**config.mk**
```make
export PLATFORM = sky130hd
export DESIGN_NAME = gpp_port
export DESIGN_NICKNAME = d
export VERILOG_FILES = /design/src/hw/gpp_port.v
export VERILOG_INCLUDE_DIRS = /design/src /design/src/hw
export SDC_FILE = /design/constraint.sdc
export NUM_CORES = 1
export LEC_CHECK = 0
export BUFFER_PORTS_ARGS = -buffer_cell sky130_fd_sc_hd__buf_2
export CORE_UTILIZATION = 61
export CTS_CLUSTER_DIAMETER = 80
export DETAILED_ROUTE_END_ITERATION = 8
export GPL_TIMING_DRIVEN = 0
export PLACE_DENSITY = 0.86
export SKIP_CTS_REPAIR_TIMING = 1
export SYNTH_ARGS = -nofsm -noshare
export SYNTH_HDL_FRONTEND = slang
export SYNTH_SLANG_ARGS = --single-unit
```
**constraint.sdc**
```tcl
create_clock -name mclk -period 4.8 [get_ports mclk]
set_clock_uncertainty 0.1 [all_clocks]
set_input_delay 0 -clock mclk [delete_from_list [all_inputs] [get_ports mclk]]
set_output_delay 0 -clock mclk [all_outputs]
set_load 0.005 [all_outputs]
```
**src/hw/gpp_defs.vh**
```
// Constants for the general purpose I/O port: APB offsets, pin
// configuration fields and their codes, reset values.
// Assumes inclusion by bare name from the design file.
`ifndef GPP_DEFS_VH
`define GPP_DEFS_VH

// ****************************************
// Register byte offsets
// ****************************************
`define GPP_A_DIR     12'h000
`define GPP_A_DIRSET  12'h004
`define GPP_A_DIRCLR  12'h008
`define GPP_A_DIRTGL  12'h00C
`define GPP_A_OUT     12'h010
`define GPP_A_OUTSET  12'h014
`define GPP_A_OUTCLR  12'h018
`define GPP_A_OUTTGL  12'h01C
`define GPP_A_IN      12'h020
`define GPP_A_INTCTRL 12'h024
`define GPP_A_INT0MSK 12'h028
`define GPP_A_INT1MSK 12'h02C
`define GPP_A_INTFLG  12'h030
`define GPP_A_MPCMSK  12'h034
`define GPP_A_OUTSEL  12'h038
`define GPP_A_LAST    12'h038
// Pin configuration words occupy 0x040..0x05C, one per pin
`define GPP_CFG_PAGE  7'h02

// ****************************************
// Pin configuration fields and codes
// ****************************************
`define GPP_F_ISC     2:0
`define GPP_F_OPC     5:3
`define GPP_F_INV     6
`define GPP_ISC_BOTH  3'h0
`define GPP_ISC_RISE  3'h1
`define GPP_ISC_FALL  3'h2
`define GPP_ISC_LEVEL 3'h3
`define GPP_OPC_TOTEM 3'h0
`define GPP_OPC_KEEP  3'h1
`define GPP_OPC_PDN   3'h2
`define GPP_OPC_PUP   3'h3
`define GPP_OPC_WOR   3'h4
`define GPP_OPC_WAND  3'h5
`define GPP_OPC_WORPD 3'h6
`define GPP_OPC_WANDPU 3'h7

// ****************************************
// Other fields and reset values
// ****************************************
`define GPP_LVL_OFF   2'h0
`define GPP_SEL_CLK   0
`define GPP_SEL_EV7   1
`define GPP_RST_CFG   7'h00
`define GPP_RST_BYTE  8'h00

`endif

```
**src/hw/gpp_port.v**
```verilog
// Eight-pin general purpose I/O port with APB register access,
// per-pin sensing, two port interrupts and alternate function override.
// Assumes pins, alternate function signals and APB are synchronous to mclk.
// Assumes a pad cell outside resolves pinOut, pinOe_n and the pull enables.
// Assumes the routed clock and event inputs arrive as synchronous levels.
//
// Overview of operation
// - Port has up to eight pins 0..7, each configured on its own.
// - Every pin has its own direction bit.
// - Inverted input pins read back complemented.
// - Inverted output pins drive the complement of the output bit.
// - Inversion also applies to alternate function data.
// - Driver per pin: totem, pull-up/down, wired-AND/OR, bus-keeper.
// - Bus-keeper weakly holds the last level seen on the pin.
// - Per-pin sense of both edges, rising, falling or low level.
// - Sensing is clocked when port clock runs, asynchronous otherwise.
// - Inversion is applied before the sense logic.
// - Every sense mode can raise wake without the port clock.
// - Two interrupt outputs, each with own level.
// - Each interrupt has its own per-pin source mask.
// - Interrupt requested when a masked pin meets its sense condition.
// - Output and direction have set, clear and toggle locations.
// - One configuration write may reach several pins at once.
// - Peripheral clock or event channel 7 may drive a pin.
// - Enabled alternate function takes over the pin unless clock or event channel 7 is routed there.
// - Direction and output reachable by single-bit virtual port access.
// - Interrupt level selects high, medium or low.
`include "gpp_defs.vh"
`default_nettype none

module gpp_port #(
    parameter NPIN    = 8,
    parameter CLK_PIN = 7
) (
    // Clock, reset and APB slave
    input  wire              mclk,
    input  wire              reset,
    input  wire [11:0]       paddr,
    input  wire              psel,
    input  wire              penable,
    input  wire              pwrite,
    input  wire [31:0]       pwdata,
    output reg  [31:0]       prdata,
    output wire              pready,
    output wire              pslverr,
    // Pads
    input  wire [NPIN-1:0]   pinIn,
    output reg  [NPIN-1:0]   pinOut,
    output reg  [NPIN-1:0]   pinOe_n,
    output reg  [NPIN-1:0]   pullUpEn,
    output reg  [NPIN-1:0]   pullDnEn,
    // Alternate function override from peripherals
    input  wire [NPIN-1:0]   altEn,
    input  wire [NPIN-1:0]   altOut,
    input  wire [NPIN-1:0]   altOe,
    output reg  [NPIN-1:0]   altIn,
    // Routed sources and port clock state
    input  wire              clkOutSrc,
    input  wire              evCh7,
    input  wire              portClkEn,
    // Sense and interrupt outputs
    output wire              wakeReq,
    output reg  [NPIN-1:0]   senseEv,
    output reg               intReq0,
    output reg               intReq1,
    output wire [1:0]        intLvl0,
    output wire [1:0]        intLvl1,
    // Single-bit register access
    input  wire              vpWe,
    input  wire              vpSelOut,
    input  wire [2:0]        vpBit,
    input  wire              vpVal,
    output wire              vpRd
);

// ****************************************
// Registers
// ****************************************
// Register file; set, clear and toggle views have no storage of their own
reg  [NPIN-1:0] dir_q, dir_d;
reg  [NPIN-1:0] out_q, out_d;
reg  [3:0]      intCtl_q, intCtl_d;
reg  [NPIN-1:0] mask0_q, mask0_d;
reg  [NPIN-1:0] mask1_q, mask1_d;
reg  [1:0]      flags_q, flags_d;
reg  [NPIN-1:0] mpc_q, mpc_d;
reg  [1:0]      outSel_q, outSel_d;
// Sensed pin values, frozen while the port clock is stopped
reg  [NPIN-1:0] prev_q;
// Raw pin level of the last cycle, the keeper's memory
reg  [NPIN-1:0] keep_q;
// Per pin: sense mode, driver mode and inversion
reg  [6:0]      cfg_q [0:NPIN-1];
integer         k;

// ****************************************
// APB decode
// ****************************************
wire        setupPh = psel & ~penable;
wire        accPh   = psel & penable;
wire        wrEn    = accPh & pwrite;
// Pin configuration words sit in their own 32-byte page
// Misaligned or unmapped accesses get a slave error; a misaligned pin configuration write still lands
wire        isCfg   = (paddr[11:5] == `GPP_CFG_PAGE) && (paddr[4:2] < NPIN);
wire        mapped  = (paddr[1:0] == 2'h0) && ((paddr <= `GPP_A_LAST) || isCfg);
wire [NPIN-1:0] wd  = pwdata[NPIN-1:0];

// Read data is latched in the setup phase so the access phase needs no wait
assign pready  = 1'b1;
// Error only in the access phase, never while the request is set up
assign pslverr = accPh & ~mapped;

// ****************************************
// Sensing and pin values
// ****************************************
wire [NPIN-1:0] pinVal;
wire [NPIN-1:0] hit;
wire [NPIN-1:0] lowAct;
wire [NPIN-1:0] drv;
wire [NPIN-1:0] oe;
wire [NPIN-1:0] pu;
wire [NPIN-1:0] pd;

// Edge modes compare against the last sampled value; the low-level mode
// needs no history and so keeps requesting while the pin stays low.
genvar i;
generate
    for (i = 0; i < NPIN; i = i + 1) begin : gPin
        wire [2:0] isc = cfg_q[i][`GPP_F_ISC];
        wire [2:0] opc = cfg_q[i][`GPP_F_OPC];
        wire       inv = cfg_q[i][`GPP_F_INV];
        reg        h;
        reg        src;
        reg        en;
        reg        o;
        reg        u;
        reg        dn;
        assign pinVal[i] = pinIn[i] ^ inv;
        always @* begin
            case (isc)
                `GPP_ISC_BOTH:  h = pinVal[i] ^ prev_q[i];
                `GPP_ISC_RISE:  h = pinVal[i] & ~prev_q[i];
                `GPP_ISC_FALL:  h = ~pinVal[i] & prev_q[i];
                `GPP_ISC_LEVEL: h = ~pinVal[i];
                default:        h = 1'b0;
            endcase
        end
        assign hit[i]    = h;
        assign lowAct[i] = (isc == `GPP_ISC_LEVEL) & ~pinVal[i];

        always @* begin
            // Alternate function wins over port data; routed clock/event win over both
            src = altEn[i] ? altOut[i] : out_q[i];
            en  = altEn[i] ? altOe[i] : dir_q[i];
            if (i == CLK_PIN && outSel_q[`GPP_SEL_CLK]) begin
                src = clkOutSrc;
                en  = 1'b1;
            end else if (i == CLK_PIN && outSel_q[`GPP_SEL_EV7]) begin
                src = evCh7;
                en  = 1'b1;
            end
            o  = en;
            u  = 1'b0;
            dn = 1'b0;
            // Wired modes drive only their active level and float the other
            case (opc)
                `GPP_OPC_TOTEM: o = en;
                `GPP_OPC_KEEP: begin
                    // Pull toward the remembered level only while not driving
                    u  = ~en & keep_q[i];
                    dn = ~en & ~keep_q[i];
                end
                `GPP_OPC_PDN:   dn = ~en;
                `GPP_OPC_PUP:   u  = ~en;
                `GPP_OPC_WOR:   o  = en & (src ^ inv);
                `GPP_OPC_WAND:  o  = en & ~(src ^ inv);
                `GPP_OPC_WORPD: begin
                    o  = en & (src ^ inv);
                    dn = 1'b1;
                end
                `GPP_OPC_WANDPU: begin
                    o  = en & ~(src ^ inv);
                    u  = 1'b1;
                end
                default: o = en;
            endcase
        end
        // Inversion sits between port data and pad in every mode
        assign drv[i] = src ^ inv;
        assign oe[i]  = o;
        assign pu[i]  = u;
        assign pd[i]  = dn;
    end
endgenerate

// Clocked sensing only while the port clock runs; otherwise the sense
// condition against the frozen previous value is flagged combinationally.
// Limitation: the wake path is combinational and may glitch; the power
// controller is expected to filter it before use.
wire [NPIN-1:0] hitSync = hit & {NPIN{portClkEn}};
assign wakeReq = ~portClkEn & (|(hit & (mask0_q | mask1_q)));

// Masks select which pins feed each request
wire hit0 = |(hitSync & mask0_q);
wire hit1 = |(hitSync & mask1_q);
wire low0 = |(lowAct & mask0_q);
wire low1 = |(lowAct & mask1_q);

// Levels pass straight out to the interrupt controller
assign intLvl0 = intCtl_q[1:0];
assign intLvl1 = intCtl_q[3:2];
// Single-bit view of direction or output for bit instructions
assign vpRd    = vpSelOut ? out_q[vpBit] : dir_q[vpBit];

// ****************************************
// Interrupt requests
// ****************************************
// The enable follows the level being written, so a request never
// outlives a write that turns its level off.
wire        lvlOn0   = (intCtl_d[1:0] != `GPP_LVL_OFF);
wire        lvlOn1   = (intCtl_d[3:2] != `GPP_LVL_OFF);
// Sticky sense flags or a live low level raise a request
wire        reqNext0 = (flags_d[0] | low0) & lvlOn0;
wire        reqNext1 = (flags_d[1] | low1) & lvlOn1;

// ****************************************
// Register next state
// ****************************************
always @* begin
    // Defaults hold every register
    dir_d    = dir_q;
    out_d    = out_q;
    intCtl_d = intCtl_q;
    mask0_d  = mask0_q;
    mask1_d  = mask1_q;
    mpc_d    = mpc_q;
    outSel_d = outSel_q;
    flags_d  = flags_q;
    if (wrEn) begin
        // Set, clear and toggle touch only the bits written as one
        case (paddr)
            `GPP_A_DIR:     dir_d = wd;
            `GPP_A_DIRSET:  dir_d = dir_q | wd;
            `GPP_A_DIRCLR:  dir_d = dir_q & ~wd;
            `GPP_A_DIRTGL:  dir_d = dir_q ^ wd;
            `GPP_A_OUT:     out_d = wd;
            `GPP_A_OUTSET:  out_d = out_q | wd;
            `GPP_A_OUTCLR:  out_d = out_q & ~wd;
            `GPP_A_OUTTGL:  out_d = out_q ^ wd;
            `GPP_A_INTCTRL: intCtl_d = pwdata[3:0];
            `GPP_A_INT0MSK: mask0_d = wd;
            `GPP_A_INT1MSK: mask1_d = wd;
            `GPP_A_INTFLG:  flags_d = flags_q & ~pwdata[1:0];
            `GPP_A_MPCMSK:  mpc_d = wd;
            `GPP_A_OUTSEL:  outSel_d = pwdata[1:0];
            default:        dir_d = dir_q;
        endcase
        // Multi-pin mask is one-shot: consumed by the next pin config write
        if (isCfg) begin
            mpc_d = {NPIN{1'b0}};
        end
    end
    // Single-bit access lands last so it wins over an APB write of that bit
    if (vpWe && !vpSelOut) begin
        dir_d[vpBit] = vpVal;
    end
    if (vpWe && vpSelOut) begin
        out_d[vpBit] = vpVal;
    end
    // A sense hit in the same cycle as a clear keeps its flag
    flags_d = flags_d | {hit1, hit0};
end

// ****************************************
// Clocked state
// ****************************************
always @(posedge mclk) begin
    if (reset) begin
        dir_q    <= {NPIN{1'b0}};
        out_q    <= {NPIN{1'b0}};
        intCtl_q <= 4'h0;
        mask0_q  <= {NPIN{1'b0}};
        mask1_q  <= {NPIN{1'b0}};
        flags_q  <= 2'h0;
        mpc_q    <= {NPIN{1'b0}};
        outSel_q <= 2'h0;
        prev_q   <= {NPIN{1'b0}};
        keep_q   <= {NPIN{1'b0}};
        for (k = 0; k < NPIN; k = k + 1) begin
            cfg_q[k] <= `GPP_RST_CFG;
        end
    end else begin
        dir_q    <= dir_d;
        out_q    <= out_d;
        intCtl_q <= intCtl_d;
        mask0_q  <= mask0_d;
        mask1_q  <= mask1_d;
        flags_q  <= flags_d;
        mpc_q    <= mpc_d;
        outSel_q <= outSel_d;
        // Keeper remembers the raw level, driven or held weakly
        keep_q   <= pinIn;
        // History only advances with the port clock, so a stopped clock
        // leaves the last seen levels for the wake comparison
        if (portClkEn) begin
            prev_q <= pinVal;
        end
        // With a multi-pin mask set, one write reaches every masked pin
        for (k = 0; k < NPIN; k = k + 1) begin
            if (wrEn && isCfg) begin
                if ((mpc_q != {NPIN{1'b0}}) ? mpc_q[k] : (paddr[4:2] == k)) begin
                    cfg_q[k] <= pwdata[6:0];
                end
            end
        end
    end
end

// ****************************************
// Registered outputs
// ****************************************
always @(posedge mclk) begin
    if (reset) begin
        // Pads released and pulls off while in reset
        prdata   <= 32'h00000000;
        pinOut   <= {NPIN{1'b0}};
        pinOe_n  <= {NPIN{1'b1}};
        pullUpEn <= {NPIN{1'b0}};
        pullDnEn <= {NPIN{1'b0}};
        altIn    <= {NPIN{1'b0}};
        senseEv  <= {NPIN{1'b0}};
        intReq0  <= 1'b0;
        intReq1  <= 1'b0;
    end else begin
        // Pin controls are registered so the pads never see decode glitches
        pinOut   <= drv;
        pinOe_n  <= ~oe;
        pullUpEn <= pu;
        pullDnEn <= pd;
        altIn    <= pinVal;
        senseEv  <= hitSync;
        intReq0  <= reqNext0;
        intReq1  <= reqNext1;
        // Read data is taken in the setup cycle, so pready can stay high;
        // pin values read back are one cycle older than the access edge
        if (setupPh) begin
            // Unused upper bits read as zero
            prdata <= 32'h00000000;
            if (isCfg) begin
                prdata[6:0] <= cfg_q[paddr[4:2]];
            end else begin
                case (paddr)
                    `GPP_A_DIR, `GPP_A_DIRSET, `GPP_A_DIRCLR, `GPP_A_DIRTGL:
                        prdata[NPIN-1:0] <= dir_q;
                    `GPP_A_OUT, `GPP_A_OUTSET, `GPP_A_OUTCLR, `GPP_A_OUTTGL:
                        prdata[NPIN-1:0] <= out_q;
                    `GPP_A_IN:      prdata[NPIN-1:0] <= pinVal;
                    `GPP_A_INTCTRL: prdata[3:0] <= intCtl_q;
                    `GPP_A_INT0MSK: prdata[NPIN-1:0] <= mask0_q;
                    `GPP_A_INT1MSK: prdata[NPIN-1:0] <= mask1_q;
                    `GPP_A_INTFLG:  prdata[1:0] <= flags_q;
                    `GPP_A_MPCMSK:  prdata[NPIN-1:0] <= mpc_q;
                    `GPP_A_OUTSEL:  prdata[1:0] <= outSel_q;
                    default:        prdata <= 32'h00000000;
                endcase
            end
        end
    end
end

endmodule

`default_nettype wire

```
==> flow_summary_export.csv, run 1 <==
group,metric,value,unit
sta,finalCriticalPeriod,3530,ps
sta,max_freq,283,MHz
flow_run,drv_cap,0,
detailed_routing,via_per_inst,6.55,
min_path,min_path_type,"in2reg",
sta,rsz0062_at_grt,"no",
clock_network,h-tree-depth,4,
worst_setup_path,required,4700,ps
worst_setup_path,start_kind,"register",
sta,slew_headroom,36.9,%
worst_setup_path,timing.rr.end,"intReq1",
logic_synthesis,ys_types,70,
worst_setup_path,reg2reg_from,"cfg_q[2][6]",
clock_network,clock_latency,440,ps
sta,worst_pin_slew,946,ps
logic_synthesis,synthFlopType,"dfxtp_1",
floorplanning,rows,46,
floorplanning,die_w,130,um
sta,finalCritPeriodShare,73.5,%
clock_network,cts-root-buf,"clkbuf_16",
floorplanning,io_pins,180,
floorplanning,core_region_area,15900,um^2
logic_synthesis,synth_top_family_by_area,"simple AND/OR/NAND/NOR gates",
detailed_routing,vias,10300,
logic_synthesis,yosys.area_share.simple,19.2,%
worst_setup_path,critPathArrivalTime,3430,ps
cells_and_area,largest_register_ffs,56,
floorplanning,die_area,16900,um^2
cells_and_area,fin_nets,1468,
cells_and_area,regMostFlops,"cfg_q",
logic_synthesis,postSynthCellCount,1121,
clock_network,cts_made_buffers,17,
cells_and_area,n_antenna_cell,0,
worst_setup_path,r2r_cells,9,
sta,fin_ws,1270,ps
min_path,min_from,"altEn[3]",
global_routing,grt-ovfl-total,0,
logic_synthesis,synth-edff-count,56,
detailed_routing,drtIter0Drc,1424,
floorplanning,start_util,62.8,%
logic_synthesis,synthArstFlopShare,0,%
cells_and_area,area_growth,21.0,%
power_and_ir_drop,vdd.ir_drop.worst,0.269,mV
detailed_routing,wl_per_cell,23.4,um
clock_network,cts.path.max_buffers,2,
power_and_ir_drop,leakagePower,4.93,nW
global_routing,grt_max_degree,20,
worst_setup_path,r2r_slack,1300,ps
logic_synthesis,synth.avg_cell_area,8.94,um^2
sta,finalSetupViolCount,0,
clock_network,tritoncts,"done",
global_routing,first_global_vias,9085,
clock_network,cts_sinks,178,
outcome,outcome,"finished with violations",
logic_synthesis,yosys_warnings,0,
sta,hold_ws,-59.5,ps
place,pre_cts_ws,1470,ps
power_and_ir_drop,powerDensity,301,nW/um^2
global_routing,grt_first_pass_wirelength,52200,um
min_path,holdPathStages,4,
outcome,violations,"hold timing",
min_path,min_to,"pinOut[3]",
place,io_buffers,125,
logic_synthesis,synthAdderAreaFrac,5.00,%
logic_synthesis,syn_area,10000,um^2
global_routing,antenna_found_initial,0,
sta,hold_viol,12,
worst_setup_path,crit_type,"reg2out",
logic_synthesis,synth-compound-area-share,15.5,%
clock_network,path_clk_slew,70,ps
place,place_hpwl,25000,um
detailed_routing,drc,0,
worst_setup_path,critPathMaxFanout,4,
logic_synthesis,synth.ff_latch_count,178,
sta,finalSetupTns,0,ps
sta,report.final.slew_viol_count,0,
cells_and_area,drive_gt1_share,18.7,%
place,place.gp.congestion,0.998,
global_routing,grt.total_usage,42.0,%
detailed_routing,ant_nets,0,
logic_synthesis,synthMuxAreaShare,10.1,%
logic_synthesis,ys_seq_area_share,41.2,%
floorplanning,die_h,130,um
detailed_routing,wirelength,36700,um
detailed_routing,first_pass_iters,6,
logic_synthesis,synth_xor_area_share,2.19,%
power_and_ir_drop,power,3.64,mW
worst_setup_path,cp-end-kind,"primary output",
==> cells by family after synthesis <==
kind of cell | after synthesis
and+or+nand+nor | 407
xor gates and xnor gates | 25
other | 2
adders and majority gates | 40
muxes | 79
AOI/OAI and AO/OA | 242
DFF | 178
buffers and inverters | 148
==> how the worst max path moves through the flow <==
stage                     cells past startpoint   startpoint  slack, ps           to
after floorplan                               9  cfg_q[0][6]       2410      intReq1
after global placement                        7     paddr[3]       1440  cfg_q[7][0]
final                                         9  cfg_q[3][6]       1270      wakeReq
after CTS                                     9  cfg_q[2][6]       1430      intReq1
after global routing                          9  cfg_q[2][6]       1150      intReq1
after detailed placement                      9  cfg_q[2][6]       1470      intReq1
==> critical path, stage by stage (launching register included) <==
cell and delay, ps:
edfxtp_1 500, xnor2_1 760, inv_1 150, ha_1 320
o21ai_0 90, a22oi_1 490, o22ai_1 180, nor4_1 280
nor2_1 70, buf_2 140
==> cell usage in the layout (no fill, tap or decap), types with 37 or more instances in the layout <==
master / n
inv_1: 65
nor2_1: 181
o21ai_0: 45
ha_1: 40
dlygate4sd3_1: 47
dfxtp_1: 122
buf_2: 138
nand2_1: 85
a21oi_1: 75
edfxtp_1: 56
mux2i_1: 37
==> cell usage after synthesis (all sizes together) (3+ instances only) <==
library cell | count | area (um^2)
nor2 | 184 | 712
dfxtp | 122 | 2440
nand2 | 86 | 325
a21oi | 75 | 375
inv | 65 | 244
edfxtp | 56 | 1680
o21ai | 49 | 245
buf | 46 | 295
ha | 40 | 500
mux2i | 37 | 370
clkbuf | 36 | 136
nand3 | 36 | 180
a211oi | 31 | 233
mux2 | 27 | 304
a22oi | 20 | 150
nor2b | 19 | 119
nor4b | 18 | 164
xnor2 | 17 | 149
mux4 | 15 | 338
nor3 | 11 | 66.3
and2 | 10 | 62.6
o211ai | 10 | 75.1
and3 | 9 | 56.3
nand4 | 8 | 50.1
o22ai | 8 | 50.1
xor2 | 8 | 70.1
nor4 | 7 | 43.8
o2111ai | 7 | 61.3
a21boi | 5 | 37.5
a32oi | 4 | 35.0
nand2b | 4 | 25.0
nor3b | 4 | 30.0
o221ai | 4 | 35.0
a2111oi | 3 | 26.3
a311oi | 3 | 26.3
a31oi | 3 | 18.8
o31ai | 3 | 22.5
or3 | 3 | 18.8
==> layer usage <==
metal	share of wire, %	up-vias	track usage (%)
li1	-	4384	-
met1	37	4731	56.7
met2	44	954	63.3
met3	14	191	8.16
met4	5.9	0	23.9
met5	0	-	0
==> metrics by stage <==
step                      instances  hold WS, ps  cell area, um^2  utilization (%)
final                          1567        -59.5            12100             76.1
after global routing           1567        -24.0            12100             76.1
after CTS                      1520         -290            11700             73.1
after detailed placement       1488          154            11000             69.1
after global placement         1485          140            11000             69.0
after floorplan                1144        -25.7            10100                -
==> where the power goes <==
part / switching, mW / internal (mW) / total [mW] / leakage [nW]
sequential: 0.0453 / 1.60 / 1.65 / 1.58
clock: 0.710 / 0.785 / 1.49 / 0.311
combinational: 0.307 / 0.197 / 0.504 / 3.04
total: 1.06 / 2.58 / 3.64 / 4.93
==> area by class of cell <==
type	count	area [um^2]
clock inverters	14	184
plain buffers	82	432
clock buffers	18	450
inverters	66	248
multi-input cells	818	5300
repair buffers	175	1120
well taps	216	270
flip-flops and latches	178	4120
fillers	1083	3820
No activity file was read; power rests on OpenSTA's default activity.
==> inputs of run 2 (changes only) <==
--- a/config.mk
+++ b/config.mk
@@ -7,11 +7,11 @@
 export NUM_CORES = 1
 export LEC_CHECK = 0
 export BUFFER_PORTS_ARGS = -buffer_cell sky130_fd_sc_hd__buf_2
-export CORE_UTILIZATION = 61
+export CORE_UTILIZATION = 57
 export CTS_CLUSTER_DIAMETER = 80
 export DETAILED_ROUTE_END_ITERATION = 8
 export GPL_TIMING_DRIVEN = 0
-export PLACE_DENSITY = 0.86
+export PLACE_DENSITY = 0.81
 export SKIP_CTS_REPAIR_TIMING = 1
 export SYNTH_ARGS = -nofsm -noshare
 export SYNTH_HDL_FRONTEND = slang
==> constraint.sdc (replaced) <==
create_clock -name mclk -period 3.4 [get_ports mclk]
set_clock_uncertainty 0.1 [all_clocks]
set_input_delay 0 -clock mclk [delete_from_list [all_inputs] [get_ports mclk]]
set_output_delay 0 -clock mclk [all_outputs]
set_load 0.005 [all_outputs]
==> run 2 against run 1 <==
Effect of this change: the flow still finishes with violations (hold timing); register-to-register slack worse by 1100 ps; clock power is 36% higher; combinational power is 39% higher; worst setup slack worse by 1100 ps; routed wire length is 4.4% lower; clock-buffer cell count is 2 higher; critical path type unchanged.
==> flow_summary_export.csv, run 2 (synthesis gave the netlist of run 1 again) <==
group,metric,value,unit
outcome,outcome,"finished with violations",
outcome,violations,"hold timing",
worst_setup_path,slowest_stage,"xnor2_1",
detailed_routing,vias,10000,
cells_and_area,largest_register_ffs,56,
clock_network,clock_latency,450,ps
clock_network,cts_made_buffers,17,
power_and_ir_drop,powerDensity,414,nW/um^2
clock_network,cts_sinks,178,
worst_setup_path,crit_chain,"xnor2_1, inv_1, ha_1, o21ai_0, a22oi_1, o22ai_1, nor4_1, nor2_1, buf_2",
worst_setup_path,slowest_delay,610,ps
floorplanning,io_pins,180,
worst_setup_path,cp_num_buf_inv,2,
detailed_routing,ant_nets,0,
cells_and_area,post-route-util,70.6,%
sta,hold_viol,15,
global_routing,grt-ovfl-total,0,
worst_setup_path,cp-end-kind,"primary output",
cells_and_area,layout_commonest_cell,"nor2_1",
worst_setup_path,r2r_slack,240,ps
cells_and_area,fill_cells,1348,
worst_setup_path,critPathArrivalTime,3130,ps
worst_setup_path,crit_path_start,"cfg_q[3][6]",
cells_and_area,seqCellArea,4120,um^2
sta,worst_pin_slew,1070,ps
sta,finalCriticalPeriod,3230,ps
clock_network,h-tree-depth,4,
clock_network,path_clk_slew,70,ps
worst_setup_path,worstSetupEndpoint,"wakeReq",
cells_and_area,area_growth,21.5,%
place,place_hpwl,25200,um
sta,hold_ws,-67.8,ps
detailed_routing,drtIter0Drc,1248,
power_and_ir_drop,power,5.04,mW
sta,finalSetupTns,0,ps
sta,max_freq,310,MHz
place,dpl.cell_count,1496,
place,pre_cts_ws,97.3,ps
sta,slew_headroom,28.3,%
worst_setup_path,cpLargestDelayFamily,"XOR/XNOR gates",
floorplanning,core_region_area,17200,um^2
worst_setup_path,crit_type,"reg2out",
detailed_routing,wirelength,35100,um
global_routing,grt_max_degree,19,
cells_and_area,regMostFlops,"cfg_q",
clock_network,cts.path.max_buffers,2,
floorplanning,rows,48,
worst_setup_path,start_kind,"register",
global_routing,grt.total_usage,38.2,%
cells_and_area,multiInputGateArea,5340,um^2
place,place.gp.congestion,0.984,
cells_and_area,drive_gt1_share,18.9,%
detailed_routing,via_per_inst,6.33,
power_and_ir_drop,leakagePower,4.94,nW
detailed_routing,wl_per_cell,22.2,um
floorplanning,die_w,135,um
sta,fin_ws,169,ps
place,place_area,11000,um^2
power_and_ir_drop,vdd.ir_drop.worst,0.385,mV
min_path,min_path_type,"in2reg",
cells_and_area,final_cell_mix,"181 x nor2_1, 137 x buf_2, 122 x dfxtp_1",
cells_and_area,final_cell_count_no_fill,1579,
flow_run,drv_cap,0,
worst_setup_path,reg2reg_from,"cfg_q[5][6]",
sta,finalCritPeriodShare,95.0,%
cells_and_area,fin_nets,1470,
global_routing,grt_first_pass_wirelength,51100,um
cells_and_area,fin_area,12200,um^2
place,io_buffers,125,
floorplanning,die_area,18100,um^2
floorplanning,die_h,135,um
worst_setup_path,r2r_cells,9,
sta,finalSetupViolCount,0,
worst_setup_path,cp.depth,9,
global_routing,first_global_vias,9039,
clock_network,tritoncts,"done",
global_routing,antenna_found_initial,0,
worst_setup_path,required,3300,ps
clock_network,cts-root-buf,"clkbuf_16",
detailed_routing,first_pass_iters,6,
sta,report.final.slew_viol_count,0,
worst_setup_path,timing.rr.end,"intReq1",
floorplanning,start_util,58.1,%
worst_setup_path,critPathMaxFanout,4,
detailed_routing,drc,0,
[run 2: cell types whose count changed in the layout (fill, tap and decap cells not counted), sizes merged]
cell | previous run | this run
bufinv | 1 | 0
clkbuf | 54 | 56
clkinv | 6 | 7
inv | 73 | 71
buf | 173 | 172
dlygate4sd3 | 47 | 50
diode | 0 | 1
[run 2: how the worst min path moves through the flow]
stage | start | end | slack [ps] | depth (start not counted)
5_1_grt | altEn[2] | pullDnEn[2] | -4 | 4
3_5_place_dp | pinIn[7] | keep_q[7] | 160 | 2
2_1_floorplan | penable | pslverr | -30 | 2
6_report | altEn[6] | pinOe_n[6] | -70 | 4
4_1_cts | pinIn[7] | keep_q[7] | -300 | 2
3_3_place_gp | pinIn[7] | keep_q[7] | 140 | 2
[run 2: worst reg2reg max path, delay by kind of cell, from the launching register on]
| kind | cells | cell delay, ps |
|---|---|---|
| DFF | 1 | 480 |
| AOI/OAI and AO/OA | 3 | 1010 |
| xor gates and xnor gates | 1 | 340 |
| buffers and inverters | 1 | 200 |
| adders and majority gates | 1 | 320 |
| and+or+nand+nor | 3 | 570 |
[run 2: final cells by class]
| type | count | area share (%) |
|---|---|---|
| well taps | 225 | 2.31 |
| multi-input cells | 818 | 43.9 |
| inverters | 66 | 2.04 |
| clock buffers | 20 | 3.85 |
| repair buffers | 177 | 9.38 |
| flip-flops and latches | 178 | 33.9 |
| clock inverters | 12 | 1.11 |
| diodes | 1 | 0.0206 |
| plain buffers | 82 | 3.55 |
[run 2: metal layers]
layer | track usage [%] | vias up | wire length (um)
li1 | - | 4406 | -
met1 | 48.6 | 4624 | 13100
met2 | 58.4 | 815 | 15600
met3 | 10.9 | 155 | 4490
met4 | 21.7 | 0 | 1960
met5 | 0 | - | 0
[run 2: where the power goes]
| part | internal (mW) | total [mW] | switching, mW |
|---|---|---|---|
| Clock | 1.04 | 2.02 | 0.972 |
| Sequential | 2.26 | 2.32 | 0.0602 |
| Combinational | 0.282 | 0.701 | 0.419 |
